$ cat src/tef_pkg.sv
// Package with constants and carrier types of the timer event flag logic
package tef_pkg;

  localparam int          TEF_CNT_W     = 16;
  localparam int          TEF_NUM_CH    = 2;
  localparam logic [15:0] TEF_CNT_ZERO  = 16'h0000;
  localparam logic [15:0] TEF_CNT_ONES  = 16'hFFFF;
  localparam logic [15:0] TEF_CNT_ONE   = 16'h0001;
  localparam logic [15:0] TEF_MOD_FREE  = 16'h0000;
  localparam logic        TEF_FLAG_RST  = 1'b0;
  localparam logic        TEF_EN_RST    = 1'b0;

  // Channel operating modes
  typedef enum logic [1:0]
  {
    TEF_CH_CAPTURE = 2'b00,
    TEF_CH_COMPARE = 2'b01,
    TEF_CH_PWM     = 2'b10
  } tef_ch_mode_t;

  // Edge select field: high bit, low bit
  typedef enum logic [1:0]
  {
    TEF_EDGE_OFF  = 2'b00,
    TEF_EDGE_RISE = 2'b01,
    TEF_EDGE_FALL = 2'b10,
    TEF_EDGE_ANY  = 2'b11
  } tef_edge_t;

  // Software access to one flag: read strobe and write-zero strobe
  typedef struct packed
  {
    logic rd;
    logic wr_zero;
  } tef_clr_t;

  // Per-channel configuration
  typedef struct packed
  {
    tef_ch_mode_t    mode;
    tef_edge_t       edge_sel;
    logic [15:0]     value;
  } tef_ch_cfg_t;

endpackage : tef_pkg

$ cat src/tef_flag.sv
// One event flag with its two-step read-then-write-zero clearing sequence
`timescale 1ns/1ns
module tef_flag
  import tef_pkg::*;
(
  input  wire logic     i_clk,
  input  wire logic     i_rstn,
  input  wire logic     i_set,
  input  wire tef_clr_t i_clr,
  output logic          o_flag
);

  logic flag_ff;
  logic armed_ff;
  logic nxt_flag;
  logic nxt_armed;

  // --------------------------------------------------------------------
  // Clearing sequence
  // --------------------------------------------------------------------
  always_comb
  begin
    nxt_flag  = flag_ff;
    nxt_armed = armed_ff;
    if (i_set)
    begin
      // A new event restarts the sequence; set beats clear
      nxt_flag  = 1'b1;
      nxt_armed = 1'b0;
    end
    else
    begin
      if (i_clr.wr_zero && armed_ff)
      begin
        nxt_flag  = 1'b0;
        nxt_armed = 1'b0;
      end
      else if (i_clr.rd && flag_ff)
        nxt_armed = 1'b1;
    end
  end

  always_ff @(posedge i_clk or negedge i_rstn)
  begin
    if (!i_rstn)
    begin
      flag_ff  <= TEF_FLAG_RST;
      armed_ff <= 1'b0;
    end
    else
    begin
      flag_ff  <= nxt_flag;
      armed_ff <= nxt_armed;
    end
  end

  assign o_flag = flag_ff;

endmodule : tef_flag

$ cat src/tef_event_flags.sv
// Counter wrap and channel event flags of a 16-bit timer/PWM unit
`timescale 1ns/1ns
module tef_event_flags
  import tef_pkg::*;
#(
  parameter int NUM_CH = TEF_NUM_CH
)
(
  input  wire logic                     i_clk,
  input  wire logic                     i_rstn,
  input  wire logic                     i_count_en,
  input  wire logic [15:0]              i_modulus,
  input  wire logic                     i_centered_pwm_select,
  input  wire tef_ch_cfg_t [NUM_CH-1:0] i_ch_cfg,
  input  wire logic [NUM_CH-1:0]        i_ch_pin,
  input  wire logic                     i_wrap_irq_enable,
  input  wire logic [NUM_CH-1:0]        i_channel_irq_enable,
  input  wire tef_clr_t                 i_wrap_clr,
  input  wire tef_clr_t [NUM_CH-1:0]    i_ch_clr,
  output logic [15:0]                   o_count,
  output logic                          o_count_down,
  output logic                          o_counter_wrap_flag,
  output logic [NUM_CH-1:0]             o_channel_event_flag,
  output logic                          o_wrap_irq,
  output logic [NUM_CH-1:0]             o_channel_irq
);

  // --------------------------------------------------------------------
  // Functions
  // --------------------------------------------------------------------
  function automatic logic edge_hit(input tef_edge_t sel,
                                    input logic      prev,
                                    input logic      cur);
    logic rise;
    logic fall;
    rise = !prev && cur;
    fall = prev && !cur;
    case (sel)
      TEF_EDGE_RISE: edge_hit = rise;
      TEF_EDGE_FALL: edge_hit = fall;
      TEF_EDGE_ANY:  edge_hit = rise || fall;
      default:       edge_hit = 1'b0;
    endcase
  endfunction : edge_hit

  // --------------------------------------------------------------------
  // Counter
  // --------------------------------------------------------------------
  logic [15:0] cnt_ff;
  logic        down_ff;
  logic [15:0] nxt_cnt;
  logic        nxt_down;
  logic        wrap_evt;
  logic [15:0] top;

  // Modulus of zero means free running over the whole range when i_centered_pwm_select is low; centered mode compares with i_modulus itself
  assign top = (i_modulus == TEF_MOD_FREE) ? TEF_CNT_ONES : i_modulus;

  always_comb
  begin
    nxt_cnt  = cnt_ff;
    nxt_down = down_ff;
    wrap_evt = 1'b0;
    if (i_count_en)
    begin
      if (!i_centered_pwm_select)
      begin
        nxt_down = 1'b0;
        if (cnt_ff == top)
        begin
          nxt_cnt  = TEF_CNT_ZERO;
          wrap_evt = 1'b1;
        end
        else
          nxt_cnt = cnt_ff + TEF_CNT_ONE;
      end
      else if (!down_ff)
      begin
        if (cnt_ff >= i_modulus)
        begin
          // Reversal at the top ends a period
          nxt_down = 1'b1;
          nxt_cnt  = cnt_ff - TEF_CNT_ONE;
          wrap_evt = 1'b1;
        end
        else
          nxt_cnt = cnt_ff + TEF_CNT_ONE;
      end
      else
      begin
        if (cnt_ff == TEF_CNT_ZERO)
        begin
          // Zero is the centre; turn and count up again
          nxt_down = 1'b0;
          nxt_cnt  = TEF_CNT_ONE;
        end
        else
          nxt_cnt = cnt_ff - TEF_CNT_ONE;
      end
    end
  end

  always_ff @(posedge i_clk or negedge i_rstn)
  begin
    if (!i_rstn)
      cnt_ff <= TEF_CNT_ZERO;
    else
      cnt_ff <= nxt_cnt;
  end

  always_ff @(posedge i_clk or negedge i_rstn)
  begin
    if (!i_rstn)
      down_ff <= 1'b0;
    else
      down_ff <= nxt_down;
  end

  // --------------------------------------------------------------------
  // Channel input synchronisers
  // --------------------------------------------------------------------
  logic [NUM_CH-1:0] pin_meta_ff;
  logic [NUM_CH-1:0] pin_sync_ff;
  logic [NUM_CH-1:0] pin_prev_ff;

  // Pins are asynchronous; only the second and third stages feed the edge logic
  always_ff @(posedge i_clk or negedge i_rstn)
  begin
    if (!i_rstn)
    begin
      pin_meta_ff <= '0;
      pin_sync_ff <= '0;
      pin_prev_ff <= '0;
    end
    else
    begin
      pin_meta_ff <= i_ch_pin;
      pin_sync_ff <= pin_meta_ff;
      pin_prev_ff <= pin_sync_ff;
    end
  end

  // --------------------------------------------------------------------
  // Channel events
  // --------------------------------------------------------------------
  logic [NUM_CH-1:0] ch_evt;

  always_comb
  begin
    ch_evt = '0;
    for (int i = 0; i < NUM_CH; i++)
    begin
      case (i_ch_cfg[i].mode)
        TEF_CH_CAPTURE:
          ch_evt[i] = edge_hit(i_ch_cfg[i].edge_sel,
                               pin_prev_ff[i], pin_sync_ff[i]);
        TEF_CH_COMPARE:
          ch_evt[i] = i_count_en
                      && (cnt_ff == i_ch_cfg[i].value);
        TEF_CH_PWM:
          // Edge mode matches once per period, centered mode matches
          // once going up and once going down
          ch_evt[i] = i_count_en
                      && (cnt_ff == i_ch_cfg[i].value);
        default:
          ch_evt[i] = 1'b0;
      endcase
    end
  end

  // --------------------------------------------------------------------
  // Flags
  // --------------------------------------------------------------------
  logic              wrap_flag;
  logic [NUM_CH-1:0] ch_flag;

  tef_flag u_wrap_flag
  (
    .i_clk  (i_clk),
    .i_rstn (i_rstn),
    .i_set  (wrap_evt),
    .i_clr  (i_wrap_clr),
    .o_flag (wrap_flag)
  );

  for (genvar g = 0; g < NUM_CH; g++)
  begin : g_ch
    tef_flag u_ch_flag
    (
      .i_clk  (i_clk),
      .i_rstn (i_rstn),
      .i_set  (ch_evt[g]),
      .i_clr  (i_ch_clr[g]),
      .o_flag (ch_flag[g])
    );
  end

  // --------------------------------------------------------------------
  // Outputs
  // --------------------------------------------------------------------
  // Irq and flag outputs both lag the internal flags by one cycle to keep outputs registered
  logic              wrap_irq_ff;
  logic [NUM_CH-1:0] ch_irq_ff;
  logic              wrap_flag_ff;
  logic [NUM_CH-1:0] ch_flag_ff;

  always_ff @(posedge i_clk or negedge i_rstn)
  begin
    if (!i_rstn)
    begin
      wrap_irq_ff  <= TEF_EN_RST;
      ch_irq_ff    <= '0;
      wrap_flag_ff <= TEF_FLAG_RST;
      ch_flag_ff   <= '0;
    end
    else
    begin
      wrap_irq_ff  <= wrap_flag && i_wrap_irq_enable;
      ch_irq_ff    <= ch_flag & i_channel_irq_enable;
      wrap_flag_ff <= wrap_flag;
      ch_flag_ff   <= ch_flag;
    end
  end

  assign o_count              = cnt_ff;
  assign o_count_down         = down_ff;
  assign o_counter_wrap_flag  = wrap_flag_ff;
  assign o_channel_event_flag = ch_flag_ff;
  assign o_wrap_irq           = wrap_irq_ff;
  assign o_channel_irq        = ch_irq_ff;

endmodule : tef_event_flags

$ cat config.mk
export PLATFORM = sky130hd
export DESIGN_NAME = tef_event_flags
export DESIGN_NICKNAME = d
export VERILOG_FILES = /design/src/tef_pkg.sv /design/src/tef_flag.sv /design/src/tef_event_flags.sv
export SDC_FILE = /design/constraint.sdc
export NUM_CORES = 1
export LEC_CHECK = 0
export BUFFER_PORTS_ARGS = -buffer_cell sky130_fd_sc_hd__buf_2
export CORE_MARGIN = 10
export CORE_UTILIZATION = 45
export DETAILED_ROUTE_END_ITERATION = 8
export PLACE_DENSITY = 0.74
export SYNTH_ARGS = -nofsm -noshare
export SYNTH_HDL_FRONTEND = slang
export SYNTH_HIERARCHICAL = 1
export SYNTH_SLANG_ARGS = --single-unit
$ cat constraint.sdc
create_clock -name i_clk -period 3.8 [get_ports i_clk]
set_input_delay 0.19 -clock i_clk [delete_from_list [all_inputs] [get_ports i_clk]]
set_output_delay 0.19 -clock i_clk [all_outputs]
set_load 0.01 [all_outputs]
# After elaboration in Yosys (flattened, before gate mapping)
# Cells that the tools add are included.
# Widths: inputs -> output; s select.
[totals]
reg_bits = 35
in_bits = 71
out_inout_bits = 23
elab_cells = 96
[op_classes]
n_addsub = 2
n_lt_le_gt_ge = 1
eq_ne = 13
muxes = 33
bitwise_logic = 1
n_reduce_logical = 31
[ops]
columns = ["cell", "n"]
rows = [
  ["$mux 16", 6],
  ["$eq 16x16->1", 3],
  ["$logic_not 16->1", 2],
  ["$mux 1", 23],
  ["$add 16x1->16 const B", 1],
  ["$ge 16x16->1", 1],
  ["$sub 16x1->16 const B", 1],
  ["$logic_and 1x1->1", 13],
  ["$eq 2x2->1 const B", 6],
  ["$reduce_bool 3->1", 3],
  ["$eq 2x1->1 const B", 4],
  ["$pmux 1 s3", 2],
  ["$reduce_bool 2->1", 3],
  ["$logic_not 1->1", 4],
  ["$logic_not 2->1", 2],
  ["$pmux 1 s2", 2],
  ["$reduce_or 2->1", 2],
  ["$and 2x2->2", 1],
  ["$logic_or 1x1->1", 2],
]

# Longest topological paths before layout
# Gate-level depths: netlist of the first run.
[logic_depth]
depth_word = 7
ltp_mapped = 13
depth_no_buf = 10

# Hierarchy
# The synthesis of the first run kept the hierarchy.
[modules_own_cells]
columns = ["mod", "instances", "cells_per_inst", "area_each_um2", "seq_area_each_um2"]
rows = [
  ["tef_event_flags", 1, 384, 3119.2, 725.7],
  ["tef_flag", 3, 7, 80.1, 50.0],
]

# Worst setup path before layout of the first run
# OpenSTA, ideal clock, no wires.
[synth_path]
kind = "register to register"
startpoint = "reg cnt_ff[0] (netlist: o_count[0])"
endpoint = "reg cnt_ff[6] (netlist: o_count[6])"
setup_time_ns = 0.124
arrival_ns = 2.929
required_ns = 3.676
path_slack_ns = 0.748
path_stages_with_launch = 14
path_buffers = 3
period_less_slack_ns = 3.052
cell_sequence = "dfrtp_1 clkbuf_1 inv_1 ha_1 nand2b_1 a211oi_1 o2111ai_1 a211o_1 o211a_1 clkbuf_1 clkbuf_1 o31ai_1 nand2_1 a211o_1"
[synth_via]
elab_chain_cells = 4
word_cells_on_any_way = 10
cone_classes = "2 x add/sub; 1 x order compare; 1 x eq/ne; 5 x mux; 1 x reduce/logical"
[synth_lines]
columns = ["element", "line_no", "rtl"]
rows = [
  ["start, declared", "tef_event_flags.sv:49", "logic [15:0] cnt_ff;"],
  ["start signal, assigned", "tef_event_flags.sv:108", "cnt_ff <= nxt_cnt;"],
  ["$add 16x1->16 (tied with other cells)", "tef_event_flags.sv:75, tef_event_flags.sv:87", ""],
  ["$mux 16, on equally long branches", "tef_event_flags.sv:79, tef_event_flags.sv:91", ""],
  ["$mux 16", "tef_event_flags.sv:77", "else if (!down_ff)"],
  ["$mux 16 (*)", "tef_event_flags.sv:66", "if (!i_centered_pwm_select)"],
]
# Mark *: on every way between the ends. The rest lies on a longest branch, timed or not.
# A chain may end at the register's enable or synchronous reset.

# Worst setup path in the final report of the first run
[layout_path]
startpoint = "reg cnt_ff[8] (netlist: o_count[8])"
endpoint = "reg cnt_ff[9] (netlist: o_count[9])"
# Same word-level chain as after synthesis.

==> impl_metrics.py, run 1 <==
metrics = {
    "timing": {
        "fin_skew_ns": 0.00411,
        "period_needed_ns": 3.14,
        "fin_setup_tns_ns": 0,
        "setup_ws_ns": 0.661,
        "drv_slew": 0,
        "max_freq_mhz": 319,
        "fin_hold_ws_ns": -0.0124,
        "fin_crit_sh_pct": 82.6,
        "finalSetupViolations": 0,
        "hold_viol": 26,
        "slew_headroom_pct": 45.4,
        "rsz0062_at_grt": "no",
        "tightest_slew_ns": 0.819,
    },
    "floorplan": {
        "row_count": 31,
        "start_util_pct": 46.3,
        "io_pins": 94,
        "die_w_um": 106,
        "fp.coreArea_sq_um": 7250,
        "die_height_um": 106,
        "die_area_sq_um": 11300,
    },
    "pwr": {
        "irDropWorstVdd_mv": 0.243,
        "cellLeakagePower_uw": 0.00190,
        "p_per_area_nw_per_um2": 542,
    },
    "logic_synthesis": {
        "yosysSeqAreaShare_pct": 26.1,
        "synth-simple-area-share_pct": 24.4,
        "synth_area_per_cell_sq_um": 8.29,
        "syn_nets": 503,
        "yosysTopAreaCell": "dfrtp_1",
        "async_reset_ff_share_pct": 100,
        "synth_warnings": 6,
        "synthXorXnorAreaFrac_pct": 10.4,
        "synth_fa_ha_area_share_pct": 10.1,
        "synth_top_family_by_area": "simple AND/OR/NAND/NOR gates",
        "syn_area_sq_um": 3360,
        "synth_top_area_share_pct": 26.1,
        "synth_compound_area_share_pct": 19.1,
        "synth_cells": 405,
        "ys_seq_elements": 35,
        "synth.distinct_cells": 53,
        "ys.flop_type": "dfrtp_1",
        "synth-edff-count": 0,
        "synthMuxAreaShare_pct": 3.13,
        "ys_top_cells_by_area": "dfrtp_1, ha_1, xnor2_1",
    },
    "grt": {
        "grt-ovfl-total": 0,
        "grt_max_degree": 36,
        "grt_pass1_wl_um": 17400,
        "antenna_found_initial": 0,
        "grt_use_total_pct": 18.5,
        "first_global_vias": 3545,
    },
    "setup_path": {
        "required_ns": 3.98,
        "path_class": "register to register",
        "worst-path-max-fanout": 20,
        "startpoint_type": "register",
        "worstPathArrival_ns": 3.32,
        "cp-end-kind": "register",
        "worstRegToRegCells": 8,
    },
    "clocking": {
        "cts_inserted_buffers": 5,
        "clock_sinks": 35,
        "tritoncts": "built",
        "worstSkewPairLatency_ns": 0.29,
        "ctsHoldBuffers": 1,
        "clock-root-buffer": "clkbuf_8",
        "clk_pin_slew_worst_paths_ns": 0.08,
        "cts_setup_buffers": 0,
        "cts-resized-gates": 0,
        "clockBufferDepth": 2,
        "htree_levels": 2,
    },
    "layout": {
        "final_cell_mix": "buf_2, dfrtp_1, inv_1",
        "drive_gt1_share_pct": 24.7,
        "fill_cells": 683,
        "final_nets": 590,
        "diodes": 0,
        "mostFrequentLayoutCell": "buf_2",
        "syn_to_final_growth_pct": 20.6,
    },
    "status": {
        "violations": "negative hold slack",
        "status": "complete, but fails checks",
    },
    "placement": {
        "hpwlAfterDp_um": 8310,
        "pre_cts_ws_ns": 0.635,
        "io_buffers": 93,
        "gp_congestion": 0.888,
    },
    "drt": {
        "wirelength_um": 10700,
        "drc_errors": 0,
        "drt_iter0_drc": 297,
        "vias": 3461,
        "wl_per_cell_um": 18.1,
        "drt_pass1_iterations": 5,
        "ant_nets": 0,
        "viasPerCell": 5.85,
    },
    "job": {
        "cap_violations": 0,
    },
    "worst_hold_path": {
        "hold_path_class": "input port to async pin",
    },
}
==> worst max-delay path: stages (launching register included) <==
cell and delay [ns]:
dfrtp_1 0.61, nor4_1 0.65, nand2_1 0.23, nor2_1 0.28, nand3_1 0.14, o211a_1 0.37, nand2_1 0.34, nor3_1 0.10
o32a_1 0.30
==> worst paths after layout <==
path / slack, ns / end / from
worst max-delay path: 0.66 / o_count[9] / o_count[8]
worst min-delay path: -0.01 / g_ch[0].u_ch_flag/o_flag / i_rstn
worst max register to register: 0.66 / o_count[9] / o_count[8]
worst min register to register: 0.35 / pin_sync_ff[1] / pin_meta_ff[1]
max in group asynchronous: 3.30 / u_wrap_flag/o_flag / i_rstn
min in group i_clk: 0.01 / pin_meta_ff[0] / i_ch_pin[0]
==> state kept, by name, summed over array words and instances, names as in the netlist, 2 cells and up <==
signal                   count
g_ch.u_ch_flag/o_flag        2
pin_prev_ff                  2
o_count                     16
pin_sync_ff                  2
o_channel_event_flag         2
o_channel_irq                2
g_ch.u_ch_flag/armed_ff      2
pin_meta_ff                  2
==> cell type report <==
class / count / area [sq um] / share of cell area, %
multi-input cells: 312 / 2260 / 55.7
flip-flops and latches: 35 / 876 / 21.6
repair buffers: 104 / 551 / 13.6
inverters: 34 / 128 / 3.15
well taps: 99 / 124 / 3.06
clock buffers: 6 / 82.6 / 2.04
clock inverters: 2 / 35.0 / 0.864
==> layer usage <==
layer,GRT usage (%),routed length (um),vias up
met3,3.20,637,18
met1,22.8,4360,1653
met4,3.77,153,0
li1,-,-,1641
met2,33.0,5550,149
met5,0,0,-
==> synth_stat cells (3+ instances only) <==
library cell,number
dfrtp_1,35
inv_1,34
nand2_1,29
ha_1,27
xnor2_1,27
nor2_1,24
nand3_1,21
a21oi_1,20
clkbuf_1,17
o21ai_0,15
xor2_1,13
nand4_1,11
and3_1,10
nor3_1,9
nor4_1,9
and2_1,7
a21o_1,6
a41oi_1,6
mux2i_1,6
nand2b_1,6
a211o_1,5
a21boi_0,5
buf_1,5
nor4_4,5
o31ai_1,5
mux2_2,4
o211ai_1,4
a221o_1,3
nand3b_1,3
nor4bb_1,3
o21a_1,3
==> logic make-up after synthesis <==
kind of cell,after synthesis
mux,10
buf+inv,58
xor+xnor,40
simple gates,143
fa+ha+maj,27
flops,35
compound gates,92
==> power by group <==
group / internal, uW / switching [uW]
clock network: 213 / 150
logic: 514 / 663
registers: 489 / 167
==> stage by stage <==
step / util, % / total power, uW / instances / instance area [sq um] / hold slack, ns
3_5_place_dp: 54.1 / 1820 / 583 / 3930 / 0.300
6_report: 55.9 / 2200 / 592 / 4050 / -0.0124
2_1_floorplan: - / 1400 / 405 / 3360 / -0.106
3_3_place_gp: 54.1 / 1790 / 583 / 3930 / 0.301
4_1_cts: 55.9 / 2190 / 592 / 4050 / 0.00989
5_1_grt: 55.9 / 2360 / 592 / 4050 / 0.00326
No activity file was read; power rests on OpenSTA's default activity.
==> run 2: changes to the inputs <==
Settings changed: ABC_AREA set to 1, PLACE_DENSITY 0.74 to 0.73.
Clock period 3.8 ns to 3 ns, I/O delays scaled along.
==> impl_metrics.py, run 2 <==
metrics = {
    "status": {
        "status": "finished clean",
    },
    "logic_synthesis": {
        "synth.most_common_cell": "nand2_1",
        "yosysSeqAreaShare_pct": 21.5,
        "async_reset_ff_share_pct": 100,
        "synth_top_area_share_pct": 24.8,
        "synth.distinct_cells": 39,
        "syn_area_sq_um": 4080,
        "synth_area_per_cell_sq_um": 6.16,
        "synth-edff-count": 0,
        "yosysTopAreaCell": "nand2_1",
        "ys_seq_elements": 35,
        "synthTopCellsByCount": "nand2_1, nand3_1, inv_1",
        "synth_cells": 662,
        "syn_nets": 760,
        "ys_top_cells_by_area": "nand2_1, dfrtp_1, nand3_1",
        "synth_warnings": 6,
        "ys.flop_type": "dfrtp_1",
    },
    "clocking": {
        "clockBufferDepth": 2,
        "tritoncts": "built",
        "cts_inserted_buffers": 5,
        "clock_sinks": 35,
        "clock-root-buffer": "clkbuf_8",
        "cts_setup_buffers": 0,
        "htree_levels": 2,
        "worstSkewPairLatency_ns": 0.30,
        "clk_pin_slew_worst_paths_ns": 0.08,
    },
    "placement": {
        "io_buffers": 93,
        "hpwlAfterDp_um": 10700,
        "gp_congestion": 0.948,
        "place_area_sq_um": 4570,
        "place_inst": 844,
    },
    "grt": {
        "first_global_vias": 4519,
        "grt_max_degree": 36,
        "grt_use_total_pct": 20.5,
        "antenna_found_initial": 0,
        "grt-ovfl-total": 0,
        "grt_pass1_wl_um": 22400,
    },
    "timing": {
        "fin_setup_tns_ns": 0,
        "drv_slew": 0,
        "fin_crit_sh_pct": 89.0,
        "tightest_slew_ns": 0.834,
        "fin_hold_ws_ns": 0.0388,
        "period_needed_ns": 2.67,
        "fin_skew_ns": 0.0120,
        "max_freq_mhz": 374,
        "hold_viol": 0,
        "rsz0062_at_grt": "no",
        "slew_headroom_pct": 44.4,
        "finalSetupViolations": 0,
    },
    "layout": {
        "drive_gt1_share_pct": 19.0,
        "mostFrequentLayoutCell": "nand2_1",
        "post-route-util_pct": 53.8,
        "final_nets": 844,
        "syn_to_final_growth_pct": 15.6,
        "final_cell_mix": "nand2_1, buf_2, nand3_1",
        "multi_input_area_sq_um": 2780,
        "design_area_sq_um": 4710,
        "diodes": 0,
        "ff_latch_area_sq_um": 876,
        "fill_cells": 883,
        "largest_reg_flops": 16,
        "layout.cells.non_filler": 855,
    },
    "setup_path": {
        "worst-path-max-fanout": 15,
        "cp-end-kind": "register",
        "worstPathArrival_ns": 2.91,
        "startpoint_type": "register",
        "required_ns": 3.24,
        "path_class": "register to register",
    },
    "worst_hold_path": {
        "hold_path_class": "input port to register",
    },
    "floorplan": {
        "die_w_um": 115,
        "row_count": 34,
        "die_height_um": 115,
        "io_pins": 94,
        "die_area_sq_um": 13300,
        "start_util_pct": 46.5,
        "fp.coreArea_sq_um": 8760,
    },
    "pwr": {
        "cellLeakagePower_uw": 0.00281,
        "irDropWorstVdd_mv": 0.291,
        "p_per_area_nw_per_um2": 726,
    },
    "job": {
        "cap_violations": 0,
    },
    "drt": {
        "ant_nets": 0,
        "drc_errors": 0,
        "drt_iter0_drc": 522,
        "vias": 4716,
        "viasPerCell": 5.52,
        "wirelength_um": 14000,
        "drt_pass1_iterations": 5,
        "wl_per_cell_um": 16.4,
    },
}
-- run 2: changes by cell type in the layout (fill, tap and decap cells not counted), moves of 13 or more --
cell     previous run  this run
inv_1              34        55
nand3_1            21        69
nor2_1             24        41
xnor2_1            27         4
nand2_1            29       268
xor2_1             13        26
nand3_2             0        15
-- run 2: kinds of logic after synthesis --
logic type                 share of synthesized area (%)
AOI/OAI and AO/OA                                   7.15
xor gates and xnor gates                            6.44
adders and majority gates                           8.28
buffers and inverters                               10.5
DFF                                                 21.5
and+or+nand+nor                                     46.1
-- run 2: path summary, 6_finish.rpt --
path | from | to | slack (ns) | cells past startpoint
setup / recovery | o_count[0] | o_count[12] | 0.33 | 17
hold / removal | i_channel_irq_enable[0] | o_channel_irq[0] | 0.04 | 3
setup reg to reg | o_count[0] | o_count[12] | 0.33 | 17
hold reg to reg | pin_meta_ff[1] | pin_sync_ff[1] | 0.35 | 0
max in group asynchronous | i_rstn | pin_sync_ff[1] | 1.98 | 2
min in group asynchronous | i_rstn | o_count[14] | 0.49 | 2
-- run 2: final cells by class --
cell class / count / area share (%)
sequential: 35 / 18.6
tap: 108 / 2.87
timing repair buffer: 105 / 11.9
clock inverter: 3 / 0.929
clock buffer: 5 / 1.46
inverter: 67 / 5.33
multi-input combinational: 532 / 58.9
-- run 2: report_power, final --
part	total [uW]	internal (uW)	switching, uW
logic	2120	736	1390
registers	857	615	243
clock network	445	248	197
total	3430	1600	1830
-- run 2: routing by layer --
metal	routed length [um]	vias to the layer above	part of all wire [%]	track usage, %
li1	-	2285	-	-
met4	354	0	2.5	6.85
met1	5780	2142	41	26.2
met2	6680	255	48	34.2
met5	0	-	0	0
met3	1200	34	8.6	3.13
-- run 2: timing repair --
item,in CTS,in global routing
endpoints found under the setup margin,0,13
hold endpoints to repair,37,0
hold buffers,3,0
gates resized for setup,0,1
-- run 2: worst max-delay path: stages, from the launching register on --
cell and delay [ns]:
dfrtp_1 0.51, clkinv_1 0.40, ha_1 0.32, inv_1 0.05
a21oi_1 0.06, o21ai_0 0.15, nand2_1 0.07, nand2_1 0.11
nand2_2 0.09, nand2_2 0.28, nand2_1 0.09, nand2_1 0.07
nand2_1 0.05, nand2_1 0.07, nand2_1 0.05, nand2_1 0.10
nand2_1 0.06, nand2_1 0.08
-- run 2: through the flow --
stage	worst slack (ns)	total power, uW
after detailed placement	0.265	2920
after floorplan	0.825	2290
after CTS	0.225	3380
final	0.329	3430
after global routing	0.0889	3720
after global placement	0.233	2860
==> run 3: changes to the inputs <==
Settings changed: CORE_ASPECT_RATIO set to 0.5.
==> impl_metrics.py, run 3 (same netlist as run 2, synthesis figures left out) <==
metrics = {
    "status": {
        "status": "complete, but fails checks",
        "violations": "negative hold slack",
    },
    "grt": {
        "grt_pass1_wl_um": 21500,
        "grt_use_total_pct": 19.5,
        "grt-ovfl-total": 0,
        "grt_max_degree": 36,
        "antenna_found_initial": 0,
        "first_global_vias": 4200,
    },
    "layout": {
        "syn_to_final_growth_pct": 18.1,
        "drive_gt1_share_pct": 19.5,
        "mostFrequentLayoutCell": "nand2_1",
        "diodes": 0,
        "final_nets": 849,
        "largest_reg_flops": 16,
        "final_cell_mix": "nand2_1, buf_2, nand3_1",
    },
    "worst_hold_path": {
        "hold_path_class": "input port to async pin",
    },
    "floorplan": {
        "io_pins": 94,
        "row_count": 24,
        "die_w_um": 155,
        "fp.coreArea_sq_um": 8770,
        "start_util_pct": 46.5,
        "die_height_um": 87.3,
        "die_area_sq_um": 13500,
    },
    "pwr": {
        "fin_total_pwr_uw": 3580,
        "swShare_pct": 50.7,
        "clockPowerShare_pct": 17.3,
        "pwr-share-seq_pct": 22.1,
        "p_int_uw": 1760,
        "pwr-share-comb_pct": 60.6,
        "cellLeakagePower_uw": 0.00286,
        "irDropWorstVdd_mv": 0.287,
        "p_per_area_nw_per_um2": 743,
        "p_sw_uw": 1810,
    },
    "setup_path": {
        "required_ns": 3.23,
        "worst-path-max-fanout": 15,
        "worst_r2r_endpoint": "o_count[7]",
        "r2r_setup_slack_ns": 0.42,
        "worstPathArrival_ns": 2.81,
        "path_cells": "clkinv_1 > ha_1 > inv_1 > a21oi_1 > o21ai_0 > nand2_1 > nand2_1 > nand2_2 > nand2_1 > nand2_1 > nand2_1 > nand2_1 > nand2_1 > nand2_1 > nand2_1 > nand2_1 > nand2_1",
        "startpoint_type": "register",
        "crit_slowest_cell": "dfrtp_1",
        "cp-end-kind": "register",
        "critPathMostFrequentCell": "nand2_1",
        "setup.worst_path.start": "o_count[0]",
        "crit_path_end": "o_count[7]",
        "r2r_start": "o_count[0]",
        "path_class": "register to register",
        "worstRegToRegCells": 17,
        "max_stage_delay_ns": 0.44,
    },
    "clocking": {
        "tritoncts": "built",
        "htree_levels": 2,
        "clock_sinks": 35,
        "clockBufferDepth": 2,
        "cts_setup_buffers": 0,
        "cts_inserted_buffers": 5,
        "worstSkewPairLatency_ns": 0.29,
        "clock-root-buffer": "clkbuf_16",
        "clk_pin_slew_worst_paths_ns": 0.06,
        "cts-resized-gates": 0,
    },
    "job": {
        "cap_violations": 0,
    },
    "placement": {
        "hpwlAfterDp_um": 10200,
        "gp_congestion": 0.974,
        "io_buffers": 93,
    },
    "drt": {
        "drc_errors": 0,
        "wl_per_cell_um": 15.6,
        "drt_pass1_iterations": 6,
        "drt_iter0_drc": 376,
        "vias": 4587,
        "ant_nets": 0,
        "viasPerCell": 5.28,
        "wirelength_um": 13600,
    },
    "timing": {
        "drv_slew": 0,
        "period_needed_ns": 2.58,
        "fin_hold_ws_ns": -0.0159,
        "fin_crit_sh_pct": 86.0,
        "fin_setup_tns_ns": 0,
        "fin_skew_ns": 0.00552,
        "hold_viol": 18,
        "finalSetupViolations": 0,
        "max_freq_mhz": 387,
        "rsz0062_at_grt": "no",
        "tightest_slew_ns": 0.890,
        "slew_headroom_pct": 40.7,
    },
}
-- run 3: cell count changes in the layout (fill, tap and decap cells not counted) --
cell,delta
dlygate4sd3_1,-1
buf_4,+6
nand2_1,+1
nand2_2,-1
clkbuf_8,-5
clkbuf_16,+5
-- run 3: critical path: cells and delay by family, from the launching register on --
kind	cells	cell delay, ns
AOI/OAI and AO/OA	2	0.20
adders and majority gates	1	0.29
buffers and inverters	2	0.36
DFF	1	0.44
and+or+nand+nor	12	1.23
-- run 3: cell type report --
class	instances	area [sq um]
inverter	67	251
fill	851	3950
multi-input combinational	532	2770
timing repair buffer	110	598
tap	117	146
sequential	35	876
clock buffer	5	125
clock inverter	3	43.8
-- run 3: worst min path at each step --
stage	end	slack, ns	depth (start not counted)
floorplan	g_ch[0].u_ch_flag/armed_ff	-0.15	0
global placement	pin_meta_ff[0]	0.26	1
detailed placement	pin_meta_ff[0]	0.26	1
CTS	o_count[10]	0.02	1
global route	o_count[14]	0.06	1
finish	o_count[13]	-0.02	1
-- run 3: repair_timing --
item	CTS	global route
endpoints found under the setup margin	0	0
hold endpoints to repair	2	0
hold buffers	2	0
-- run 3: power groups by stage --
stage | clock network, uW | logic [uW] | registers (uW)
3_3_place_gp | 0 | 2090 | 785
3_5_place_dp | 0 | 2110 | 791
5_1_grt | 649 | 2440 | 803
2_1_floorplan | 0 | 1490 | 794
4_1_cts | 624 | 2130 | 783
6_report | 619 | 2170 | 790
-- run 3: metrics by stage --
stage | util (%) | cell area (sq um) | instances | worst slack, ns | hold WS, ns
floorplan | - | 4080 | 662 | 0.825 | -0.146
global placement | 52.8 | 4630 | 859 | 0.608 | 0.258
detailed placement | 52.8 | 4630 | 859 | 0.490 | 0.260
CTS | 54.9 | 4810 | 869 | 0.485 | 0.0177
global route | 54.9 | 4810 | 869 | 0.148 | 0.0602
finish | 54.9 | 4810 | 869 | 0.419 | -0.0159
-- run 3: metal layers --
| layer | share of wire (%) | vias up | global-route usage (%) |
|---|---|---|---|
| li1 | - | 2293 | - |
| met4 | 1.3 | 0 | 4.26 |
| met2 | 46 | 187 | 33.3 |
| met3 | 8.5 | 15 | 4.44 |
| met1 | 44 | 2092 | 24.7 |
| met5 | 0 | - | 0 |
